**src/design/acfg_cfg.svh**
```systemverilog
// constants for the converter setup register bank
// assumes the includer works on 16-bit words over a 32-bit apb bus
`ifndef ACFG_CFG_SVH
`define ACFG_CFG_SVH
// address bits that pick the word, and the first bit above them
`define ACFG_PIDX       9:2
`define ACFG_PHI        10
// register indices, byte address is four times
`define ACFG_IDX_CTRL   8'h00
`define ACFG_IDX_DATA1  8'h01
`define ACFG_IDX_SET1A  8'h02
`define ACFG_IDX_SET1B  8'h03
`define ACFG_IDX_DATA2  8'h04
`define ACFG_IDX_SET2A  8'h05
`define ACFG_IDX_SET2B  8'h06
`define ACFG_IDX_DATAT  8'h07
`define ACFG_IDX_SETTA  8'h08
`define ACFG_IDX_SETTB  8'h09
// writable masks
`define ACFG_MASK_CTRL  16'h0f07
`define ACFG_MASK_CHA   16'hff7f
`define ACFG_MASK_CHB   16'h0073
`define ACFG_MASK_TA    16'h077f
`define ACFG_MASK_TB    16'h0070
// reset values
`define ACFG_RST_A      16'h0000
`define ACFG_RST_B      16'h0070
// field positions
`define ACFG_GAIN       15:11
`define ACFG_CLKDIV     10:8
`define ACFG_RES        6:4
`define ACFG_OFS        3:0
`define ACFG_BIAS       6:4
`define ACFG_VREF       1:0
`define ACFG_SRC        11:8
`define ACFG_GO1        2
`define ACFG_GO2        1
`define ACFG_GOT        0
// source codes and gain
`define ACFG_SE_DIFF    4'h0
`define ACFG_SE_BG      4'h1
`define ACFG_SE_SMALL   4'h2
`define ACFG_SE_LARGE   4'h3
`define ACFG_SE_VDD     4'h4
`define ACFG_SE_GND     4'h5
`define ACFG_SE_DACS    4'h6
`define ACFG_SE_DACL    4'h7
`define ACFG_SE_POS     4'h8
`define ACFG_SE_NEG     4'h9
`define ACFG_GAIN_MIN   5'h00
`endif

```
**src/design/acfg_pkg.sv**
```systemverilog
// types for the converter setup register bank
// assumes acfg_cfg.svh is included where constants are needed
package acfg_pkg;
  // settings handed to the conversion engine
  typedef struct packed {
    logic [4:0] gain;
    logic [2:0] clk_div;
    logic [2:0] res;
    logic [3:0] offset;
    logic [2:0] bias;
    logic [1:0] vref;
  } acfg_conv_cfg_s;
  // analog routing for the converter inputs
  typedef struct packed {
    logic diff;
    logic bandgap;
    logic small_op;
    logic large_op;
    logic supply;
    logic ground;
    logic dac_small;
    logic dac_large;
    logic pos_in;
    logic neg_in;
    logic gain_fixed_07;
    logic gain_lowest;
  } acfg_route_s;
  typedef enum logic [1:0] {TGT_NONE, TGT_CH1, TGT_CH2, TGT_TEMP} acfg_target_e;
  typedef enum {ST_IDLE, ST_RUN} acfg_state_e;
endpackage

```
**src/design/acfg_regs.sv**
```systemverilog
// setup registers, start control and source decode for the converter
// assumes an apb3 master and a same-clock conversion engine
`timescale 1ns/100ps
`default_nettype none
`include "acfg_cfg.svh"

module acfg_regs #(
  parameter int ADDR_W = 12
) (
  // clock and reset
  input  wire logic                   pclk,
  input  wire logic                   presetn,
  // apb slave
  input  wire logic                   psel,
  input  wire logic                   penable,
  input  wire logic                   pwrite,
  input  wire logic [ADDR_W-1:0]      paddr,
  input  wire logic [31:0]            pwdata,
  output logic      [31:0]            prdata,
  output logic                        pready,
  output logic                        pslverr,
  // conversion engine
  output logic                        conv_start,
  output acfg_pkg::acfg_target_e      conv_target,
  output acfg_pkg::acfg_conv_cfg_s    conv_cfg,
  output acfg_pkg::acfg_route_s       conv_route,
  input  wire logic                   conv_done,
  input  wire logic [15:0]            conv_result,
  // processor stall
  output logic                        cpu_halt
);

  ////////////////////////////////////////////////////////////////////////
  // checks and helpers

  // index decode needs bits 9:2, and bit 10 upwards marks a miss
  if (ADDR_W < 11)
  begin : g_bad_addr
    $error("acfg_regs: ADDR_W must be at least 11");
  end

  // routing and gain handling for one source code
  function automatic acfg_pkg::acfg_route_s route_of(input logic [3:0] se);
    acfg_pkg::acfg_route_s r;
    r = '0;
    case (se)
      `ACFG_SE_DIFF:  r.diff = 1'b1;
      `ACFG_SE_BG:    r.bandgap = 1'b1;
      `ACFG_SE_SMALL: r.small_op = 1'b1;
      `ACFG_SE_LARGE: r.large_op = 1'b1;
      `ACFG_SE_VDD:   r.supply = 1'b1;
      `ACFG_SE_GND:   r.ground = 1'b1;
      `ACFG_SE_DACS:  r.dac_small = 1'b1;
      `ACFG_SE_DACL:  r.dac_large = 1'b1;
      `ACFG_SE_POS:   r.pos_in = 1'b1;
      `ACFG_SE_NEG:   r.neg_in = 1'b1;
      default:        r = '0;
    endcase
    r.gain_lowest   = r.bandgap;
    r.gain_fixed_07 = r.supply | r.ground | r.dac_small | r.dac_large;
    return r;
  endfunction

  // unpack a setup pair into engine settings
  function automatic acfg_pkg::acfg_conv_cfg_s cfg_of(
    input logic [15:0] a,
    input logic [15:0] b
  );
    acfg_pkg::acfg_conv_cfg_s c;
    c.gain    = a[`ACFG_GAIN];
    c.clk_div = a[`ACFG_CLKDIV];
    c.res     = a[`ACFG_RES];
    c.offset  = a[`ACFG_OFS];
    c.bias    = b[`ACFG_BIAS];
    c.vref    = b[`ACFG_VREF];
    return c;
  endfunction

  ////////////////////////////////////////////////////////////////////////
  // register storage

  logic [15:0] set1a;
  logic [15:0] set1b;
  logic [15:0] set2a;
  logic [15:0] set2b;
  logic [15:0] setta;
  logic [15:0] settb;
  logic [15:0] data1;
  logic [15:0] data2;
  logic [15:0] datat;
  logic [3:0]  src_sel;
  logic        go1;
  logic        go2;
  logic        got;

  acfg_pkg::acfg_state_e  state;
  acfg_pkg::acfg_state_e  next_state;
  acfg_pkg::acfg_target_e active;

  ////////////////////////////////////////////////////////////////////////
  // apb decode

  wire        acc    = psel & penable;
  wire        wr     = acc & pwrite;
  // word index, byte lanes within a word are not decoded
  wire [7:0]  idx    = paddr[`ACFG_PIDX];
  wire [15:0] wd     = pwdata[15:0];
  wire        hit_c  = (idx == `ACFG_IDX_CTRL);
  wire        hit_d1 = (idx == `ACFG_IDX_DATA1);
  wire        hit_1a = (idx == `ACFG_IDX_SET1A);
  wire        hit_1b = (idx == `ACFG_IDX_SET1B);
  wire        hit_d2 = (idx == `ACFG_IDX_DATA2);
  wire        hit_2a = (idx == `ACFG_IDX_SET2A);
  wire        hit_2b = (idx == `ACFG_IDX_SET2B);
  wire        hit_dt = (idx == `ACFG_IDX_DATAT);
  wire        hit_ta = (idx == `ACFG_IDX_SETTA);
  wire        hit_tb = (idx == `ACFG_IDX_SETTB);
  // any address bit above the index turns the access into a miss
  wire        hit_hi = (paddr[ADDR_W-1:`ACFG_PHI] != '0);
  wire        mapped = ~hit_hi & (hit_c | hit_d1 | hit_1a | hit_1b | hit_d2
                                  | hit_2a | hit_2b | hit_dt | hit_ta | hit_tb);
  wire        wr_ok  = wr & mapped;

  // zero wait states keep the processor path simple
  assign pready  = 1'b1;
  assign pslverr = acc & ~mapped;

  // control word, start bits read back while pending
  wire [15:0] ctrl_rd = {4'h0, src_sel, 5'h00, go1, go2, got};

  // read mux, unused bits come back as zero
  wire [15:0] rd16 =
      ({16{hit_c }} & ctrl_rd)
    | ({16{hit_d1}} & data1)
    | ({16{hit_1a}} & set1a)
    | ({16{hit_1b}} & set1b)
    | ({16{hit_d2}} & data2)
    | ({16{hit_2a}} & set2a)
    | ({16{hit_2b}} & set2b)
    | ({16{hit_dt}} & datat)
    | ({16{hit_ta}} & setta)
    | ({16{hit_tb}} & settb);

  // writes and misses read zero, so no stale word leaks onto the bus
  assign prdata = (mapped & ~pwrite) ? {16'h0000, rd16} : 32'h0000_0000;

  ////////////////////////////////////////////////////////////////////////
  // setup registers, masked so unused bits stay zero

  always_ff @(posedge pclk or negedge presetn)
  begin
    if (!presetn)
    begin
      set1a <= `ACFG_RST_A;
      set1b <= `ACFG_RST_B;
      set2a <= `ACFG_RST_A;
      set2b <= `ACFG_RST_B;
      setta <= `ACFG_RST_A;
      settb <= `ACFG_RST_B;
    end
    else if (wr_ok)
    begin
      if (hit_1a) set1a <= wd & `ACFG_MASK_CHA;
      if (hit_1b) set1b <= wd & `ACFG_MASK_CHB;
      if (hit_2a) set2a <= wd & `ACFG_MASK_CHA;
      if (hit_2b) set2b <= wd & `ACFG_MASK_CHB;
      if (hit_ta) setta <= wd & `ACFG_MASK_TA;
      if (hit_tb) settb <= wd & `ACFG_MASK_TB;
    end
  end

  ////////////////////////////////////////////////////////////////////////
  // start bits and source select

  wire wr_c   = wr_ok & hit_c;
  wire idle   = (state == acfg_pkg::ST_IDLE);
  wire fin    = (state == acfg_pkg::ST_RUN) & conv_done;
  wire fin1   = fin & (active == acfg_pkg::TGT_CH1);
  wire fin2   = fin & (active == acfg_pkg::TGT_CH2);
  wire fint   = fin & (active == acfg_pkg::TGT_TEMP);
  // temperature with a nonzero source has no meaning, dropped unconverted
  wire t_bad  = idle & got & ~go1 & ~go2 & (src_sel != `ACFG_SE_DIFF);
  // a write landing with the finish still sets the bit
  wire set1   = wr_c & wd[`ACFG_GO1];
  wire set2   = wr_c & wd[`ACFG_GO2];
  wire sett   = wr_c & wd[`ACFG_GOT];

  // source rewritable during a conversion, its route already captured at start
  always_ff @(posedge pclk or negedge presetn)
  begin
    if (!presetn)
    begin
      src_sel <= `ACFG_SE_DIFF;
      go1     <= 1'b0;
      go2     <= 1'b0;
      got     <= 1'b0;
    end
    else
    begin
      if (wr_c)
        src_sel <= wd[`ACFG_SRC];
      go1 <= (go1 & ~fin1) | set1;
      go2 <= (go2 & ~fin2) | set2;
      got <= (got & ~(fint | t_bad)) | sett;
    end
  end

  ////////////////////////////////////////////////////////////////////////
  // conversion sequencing, channel 1 before 2 before temperature

  wire pick1 = go1;
  wire pick2 = ~go1 & go2;
  // temperature with a nonzero source never launches
  wire pickt = ~go1 & ~go2 & got & (src_sel == `ACFG_SE_DIFF);
  wire launch = idle & (pick1 | pick2 | pickt);

  // settings for the chosen input, temperature has no gain or ref
  wire acfg_pkg::acfg_conv_cfg_s cfg1 = cfg_of(set1a, set1b);
  wire acfg_pkg::acfg_conv_cfg_s cfg2 = cfg_of(set2a, set2b);
  wire acfg_pkg::acfg_conv_cfg_s cfgt = cfg_of(setta, settb);
  wire acfg_pkg::acfg_route_s    rsel = route_of(src_sel);

  always_comb
  begin
    next_state = state;
    case (state)
      acfg_pkg::ST_IDLE: if (launch) next_state = acfg_pkg::ST_RUN;
      acfg_pkg::ST_RUN:  if (conv_done) next_state = acfg_pkg::ST_IDLE;
      default:           next_state = acfg_pkg::ST_IDLE;
    endcase
  end

  // snapshot at launch so rewrites mid-conversion do no harm
  always_ff @(posedge pclk or negedge presetn)
  begin
    if (!presetn)
    begin
      state      <= acfg_pkg::ST_IDLE;
      active     <= acfg_pkg::TGT_NONE;
      conv_start <= 1'b0;
      conv_cfg   <= '0;
      conv_route <= '0;
    end
    else
    begin
      state      <= next_state;
      conv_start <= launch;
      if (launch)
      begin
        if (pick1)
        begin
          active   <= acfg_pkg::TGT_CH1;
          conv_cfg <= cfg1;
        end
        else if (pick2)
        begin
          active   <= acfg_pkg::TGT_CH2;
          conv_cfg <= cfg2;
        end
        else
        begin
          active   <= acfg_pkg::TGT_TEMP;
          conv_cfg <= '{gain: `ACFG_GAIN_MIN, vref: 2'b00, clk_div: cfgt.clk_div,
                        res: cfgt.res, offset: cfgt.offset, bias: cfgt.bias};
        end
        // the sensor has its own path, so no source routing for temperature
        conv_route <= pickt ? acfg_pkg::acfg_route_s'(0) : rsel;
      end
      else if (fin)
        active <= acfg_pkg::TGT_NONE;
    end
  end

  assign conv_target = active;

  // the programmed gain code passes through unchanged
  // fixed 0.7 and lowest gain ride on the route flags instead
  // limitation: the engine must honour those flags over conv_cfg.gain

  ////////////////////////////////////////////////////////////////////////
  // result capture

  always_ff @(posedge pclk or negedge presetn)
  begin
    if (!presetn)
    begin
      data1 <= 16'h0000;
      data2 <= 16'h0000;
      datat <= 16'h0000;
    end
    else
    begin
      if (fin1) data1 <= conv_result;
      if (fin2) data2 <= conv_result;
      // temperature result lands in its own word
      if (fint) datat <= conv_result;
    end
  end

  // stall covers pending requests so the processor never runs ahead
  assign cpu_halt = go1 | go2 | pickt | ~idle;

endmodule // acfg_regs

`default_nettype wire

```
**config.mk**
```make
export PLATFORM = sky130hd
export DESIGN_NAME = acfg_regs
export DESIGN_NICKNAME = d
export VERILOG_FILES = /design/src/design/acfg_pkg.sv /design/src/design/acfg_regs.sv
export VERILOG_INCLUDE_DIRS = /design/src /design/src/design
export SDC_FILE = /design/constraint.sdc
export NUM_CORES = 1
export LEC_CHECK = 0
export ABC_AREA = 1
export BUFFER_PORTS_ARGS = -buffer_cell sky130_fd_sc_hd__buf_4
export CAP_MARGIN = 20
export CORE_MARGIN = 5
export CORE_UTILIZATION = 45
export CTS_BUF_LIST = sky130_fd_sc_hd__clkbuf_8 sky130_fd_sc_hd__clkbuf_16
export DETAILED_ROUTE_END_ITERATION = 8
export HOLD_SLACK_MARGIN = 0.06
export PLACE_DENSITY = 0.74
export SLEW_MARGIN = 40
export SYNTH_ARGS = -nofsm -noshare
export SYNTH_HDL_FRONTEND = slang
export SYNTH_SLANG_ARGS = --single-unit
export TNS_END_PERCENT = 20
```
**constraint.sdc**
```tcl
create_clock -name pclk -period 1.6 [get_ports pclk]
set_input_delay 0.08 -clock pclk [delete_from_list [all_inputs] [get_ports pclk]]
set_output_delay 0.08 -clock pclk [all_outputs]
set_load 0.02 [all_outputs]
```
==> impl_metrics.json, run 1 <==
{
  "postPlaceCellArea_sq_um": 8207,
  "ys.flop_type": "dfrtp_1",
  "drtPass1Iterations": 5,
  "vias": 6629,
  "end_kind": "primary output",
  "placementRows": 45,
  "setup_viol": 0,
  "hpwlAfterDp_mm": 14.82,
  "hold_viol": 0,
  "cp-start-kind": "flop",
  "layout_min_cycle_time_ns": 1.585,
  "finalNetCount": 1153,
  "grt_max_degree": 47,
  "drive_above_1_share_pct": 22.45,
  "synth_xor_xnor_area_share_pct": 0,
  "r2r_slack_ns": 0.11,
  "fin_cells": 1288,
  "crit_required_ns": 1.52,
  "die_x_microns": 134.6,
  "post-route-period-util_pct": 99.06,
  "synthCells": 922,
  "ys_ff_latch": 143,
  "synth-simple-area-share_pct": 33.31,
  "clk_pin_slew_worst_paths_ns": 0.06,
  "synth.avg_cell_area_sq_um": 7.582,
  "synth_mux_area_share_pct": 0,
  "fin_area_sq_um": 9355,
  "dp_cells": 1217,
  "numCtsBuffers": 17,
  "p_total_w": 0.008197,
  "final_antenna_net_count": 0,
  "grt-ovfl-total": 0,
  "seq_area_frac_synth_pct": 51.35,
  "synth_edf_count": 0,
  "drv_slew": 0,
  "worst_hold_slack_ns": 0.1458,
  "drc": 0,
  "root_buffer": "clkbuf_16",
  "tns_ns": 0,
  "powerDensity_nw_per_um2": 876.2,
  "synthAdderAreaFrac_pct": 0,
  "first_global_vias": 6332,
  "power.ir.vdd_worst_uv": 747.4,
  "synth_top_family_by_area": "simple AND/OR/NAND/NOR gates",
  "most-common-layout-cells": "nand2_1 (392), buf_4 (132), dfrtp_1 (130)",
  "hp-class": "in2async",
  "syn2layout_area_growth_pct": 33.83,
  "core-area_sq_um": 15200,
  "wirelength_mm": 20.34,
  "cts_sinks": 143,
  "die_area_sq_um": 18130,
  "power.leakage_nw": 4.821,
  "antenna_found_initial": 0,
  "pin_count": 136,
  "max_cap_violations": 0,
  "detail_route.wl_per_cell_microns": 15.80,
  "die_h_microns": 134.6,
  "achievable-frequency_mhz": 630.9,
  "htree_levels": 4,
  "antenna_cells": 0,
  "ys_warn_count": 0,
  "via_per_inst": 5.147,
  "gp_congestion": 0.9673,
  "insertion_delay_ns": 0.42,
  "synth_cell_types": 29,
  "grtUsageTotal_pct": 22.96,
  "dr.first_iter.drc_count": 527,
  "netlist_area_sq_um": 6990,
  "arrival_ns": 1.50,
  "grt_pass1_wl_mm": 32.97,
  "ctsLongestPathBuffers": 2,
  "final_common_cell": "nand2_1",
  "status": "finished, final reports clean",
  "start_util_pct": 45.98,
  "numPortBuffers": 99,
  "crit_type": "reg2out",
  "path_max_fanout": 3,
  "synth-compound-area-share_pct": 7.983,
  "ys_async_sr_fraction_pct": 100.0,
  "cts_tree": "built",
  "rsz0062_at_grt": "true",
  "final.setup_skew_ns": 0.006440
}
sequential cells by signal, indices dropped and copies added (netlist names):
register,count
conv_cfg,20
settb,3
go2,1
src_sel,4
set1b,5
got,1
conv_target,2
data2,16
data1,16
set2a,15
conv_route,11
conv_start,1
datat,16
setta,10
set1a,15
set2b,5
go1,1
state,1
critical path, stage by stage (launching register included):
cell	delay, ns
dfstp_2	0.57
nand3_2	0.09
nand2_1	0.07
nor2_1	0.05
a21oi_2	0.17
buf_6	0.14
through the flow:
stage	worst slack, ns	util, %
finish	0.01507	61.54
global route	-0.03954	61.54
CTS	-0.03975	60.26
detailed placement	-0.006766	53.98
global placement	-0.007143	53.98
floorplan	0.05917	-
cells by family after synthesis:
logic type | after synthesis
buf+inv | 110
flops | 143
simple gates | 563
other cells | 2
compound gates | 104
final timing paths:
kind | start | end | depth (start not counted)
min in group pclk | paddr[10] | settb[4] | 6
hold reg to reg | state[0] | conv_route[11] | 1
hold / removal | presetn | src_sel[2] | 2
max in group asynchronous | presetn | set1b[4] | 3
setup reg to reg | src_sel[2] | conv_cfg[8] | 8
setup / recovery | settb[6] | prdata[6] | 5
final cells by class:
type | instances | area [sq um]
tap | 188 | 235.2
multi-input combinational | 684 | 3085
inverter | 57 | 216.5
clock buffer | 21 | 480.5
clock inverter | 11 | 112.6
timing repair buffer | 184 | 1630
sequential | 143 | 3595
fill | 1317 | 5847
synthesized netlist by cell type (2+ instances only):
library cell    n  area, sq um
buf_2          15        75.07
clkbuf_1       17        63.81
conb_1          2        7.510
nand3_1        63        315.3
inv_1          52        195.2
nand2_1       395         1483
a22oi_1         6        45.04
o22ai_1         2        12.51
dfstp_2         9        236.5
o21ai_0        68        340.3
inv_2           5        18.77
nor2_4          3        33.78
and3_1          3        18.77
nand3_4         2        35.03
dfrtp_1       134         3353
a21oi_1        12        60.06
nand4_1        10        62.56
nor2_1         77        289.0
a31oi_1        14        87.58
buf_4          20        150.1
nor2_2          5        31.28
metal layers:
| metal | GRT usage (%) | vias to the layer above | wire [microns] |
|---|---|---|---|
| li1 | - | 3230 | - |
| met1 | 32.44 | 3053 | 9046 |
| met2 | 34.55 | 311 | 9111 |
| met3 | 5.700 | 35 | 1813 |
| met4 | 8.145 | 0 | 372 |
| met5 | 0 | - | 0 |
power breakdown:
group / leakage, nW / total [W] / switching (W) / internal, W
logic: 2.60 / 0.000517 / 0.000300 / 0.000217
registers: 1.92 / 0.00373 / 0.0000408 / 0.00369
clock network: 0.296 / 0.00395 / 0.00150 / 0.00244
timing repair:
action	4_1_cts	5_1_grt
setup endpoints to repair	6	19
endpoints found under the hold margin	246	0
pin swaps	2	17
gates resized for setup	6	48
buffers inserted	1	5
hold buffers	33	0
(Power assumes the default switching activity.)
==> run 2: changes to the inputs <==
==> constraint.sdc (replaced) <==
create_clock -name pclk -period 1.5 [get_ports pclk]
set_input_delay 0.075 -clock pclk [delete_from_list [all_inputs] [get_ports pclk]]
set_output_delay 0.075 -clock pclk [all_outputs]
set_load 0.02 [all_outputs]
==> run 2 against run 1 <==
  * Critical path type unchanged
  * Die area unchanged
  * Sequential share of layout area fell by 1.8 points
  * Hold slack lost 0.066 ns
  * Design area grew 4.8%
  * Sequential power grew 6.7%
  * The run now ends with setup timing left
  * Global-route usage up 1.0 points
  * Largest cell class unchanged
==> impl_metrics.json, run 2 (synthesized netlist as in run 1, its figures left out) <==
{
  "pin_count": 136,
  "crit_type": "reg2out",
  "vias": 6851,
  "core-area_sq_um": 15200,
  "start_util_pct": 45.98,
  "ctsLongestPathBuffers": 2,
  "hp-class": "in2async",
  "layout_min_cycle_time_ns": 1.580,
  "insertion_delay_ns": 0.43,
  "path_max_fanout": 3,
  "post-route-period-util_pct": 105.3,
  "end_kind": "primary output",
  "fin_cells": 1318,
  "postPlaceCellArea_sq_um": 8366,
  "first_global_vias": 6630,
  "antenna_cells": 0,
  "grt_pass1_wl_mm": 34.36,
  "cts_sinks": 143,
  "regMostFlops": "conv_cfg",
  "grt-ovfl-total": 0,
  "dp_cells": 1234,
  "fin_ws_ns": -0.07992,
  "grt_max_degree": 60,
  "power.ir.vdd_worst_uv": 741.4,
  "drive_above_1_share_pct": 26.11,
  "clk_pin_slew_worst_paths_ns": 0.06,
  "die_area_sq_um": 18130,
  "die_h_microns": 134.6,
  "most-common-layout-cells": "nand2_1 (384), buf_4 (146), dfrtp_1 (133)",
  "dr.first_iter.drc_count": 546,
  "r2r-start": "go1",
  "grtUsageTotal_pct": 23.97,
  "die_x_microns": 134.6,
  "worst_hold_slack_ns": 0.08010,
  "power.leakage_nw": 5.057,
  "max_cap_violations": 0,
  "root_buffer": "clkbuf_16",
  "htree_levels": 4,
  "final_antenna_net_count": 0,
  "largest_reg_flops": 20,
  "hold_viol": 0,
  "timing.rr.end": "conv_cfg[5]",
  "detail_route.wl_per_cell_microns": 16.34,
  "final.setup_skew_ns": 0.009458,
  "drc": 0,
  "crit_buf_inv": 1,
  "r2r_cells": 7,
  "cts_tree": "built",
  "crit_cells": 5,
  "finalNetCount": 1183,
  "final_util_pct": 64.52,
  "crit_family": "flip-flops",
  "crit_start": "settb[4]",
  "cp-start-kind": "flop",
  "r2r_slack_ns": 0.12,
  "violations": "setup timing",
  "powerDensity_nw_per_um2": 932.4,
  "fin_area_sq_um": 9808,
  "setup_viol": 7,
  "antenna_found_initial": 0,
  "wirelength_mm": 21.54,
  "syn2layout_area_growth_pct": 40.31,
  "final_common_cell": "nand2_1",
  "path_cells": "nand3_1, nand2_1, nor2_1, a21oi_2, buf_6",
  "achievable-frequency_mhz": 632.9,
  "numCtsBuffers": 17,
  "numPortBuffers": 99,
  "crit_required_ns": 1.42,
  "status": "finished, violations left",
  "arrival_ns": 1.50,
  "rsz0062_at_grt": "true",
  "p_total_w": 0.009145,
  "gp_congestion": 0.9558,
  "placementRows": 45,
  "hpwlAfterDp_mm": 14.92,
  "max_stage_delay_ns": 0.58,
  "via_per_inst": 5.198,
  "cp_slowest_cell": "dfstp_2",
  "drv_slew": 0,
  "drtPass1Iterations": 5
}
-- run 2: where the power goes --
| part | switching [W] | internal [W] |
|---|---|---|
| Clock | 0.00162 | 0.00295 |
| Sequential | 0.0000435 | 0.00394 |
| Combinational | 0.000343 | 0.000254 |
| Total | 0.00201 | 0.00714 |
-- run 2: how the worst max path moves through the flow --
stage | endpoint
floorplan | prdata[10]
global placement | prdata[12]
detailed placement | prdata[13]
CTS | prdata[5]
global route | prdata[6]
finish | prdata[4]
-- run 2: metrics by stage --
step / TNS, ns / worst slack [ns]
6_report: -0.2907 / -0.07992
5_1_grt: -1.027 / -0.1100
4_1_cts: -0.4510 / -0.08351
3_5_place_dp: -1.184 / -0.08751
3_3_place_gp: -0.6660 / -0.08997
2_1_floorplan: -0.04559 / -0.01520
-- run 2: routing by layer --
| layer | global-route usage (%) | share of wire (%) | vias to the layer above |
|---|---|---|---|
| met2 | 37.47 | 47 | 355 |
| met3 | 6.446 | 9.3 | 47 |
| met1 | 32.61 | 42 | 3154 |
| met4 | 7.805 | 2.1 | 0 |
| met5 | 0 | 0 | - |
| li1 | - | - | 3295 |
-- run 2: area by class of cell --
class | instances | area [sq um]
fill | 1246 | 5394
timing repair buffer | 214 | 1919
tap | 188 | 235.2
sequential | 143 | 3591
multi-input combinational | 684 | 3194
inverter | 57 | 226.5
clock buffer | 21 | 480.5
clock inverter | 11 | 161.4
-- run 2: worst reg2reg max path, stage by stage (launching register included) --
cell and delay (ns):
dfrtp_1 0.43, buf_4 0.17, nor2_2 0.14, buf_6 0.16, nand2_1 0.05, o21ai_0 0.07, nand2_1 0.10, a31oi_1 0.16
-- run 2: timing repair --
item,in CTS,in global routing
hold buffers,33,0
resized for setup,28,73
pin swaps,14,34
cloned,1,1
setup buffers,6,12
endpoints found under the hold margin,250,0
setup endpoints to repair,16,41
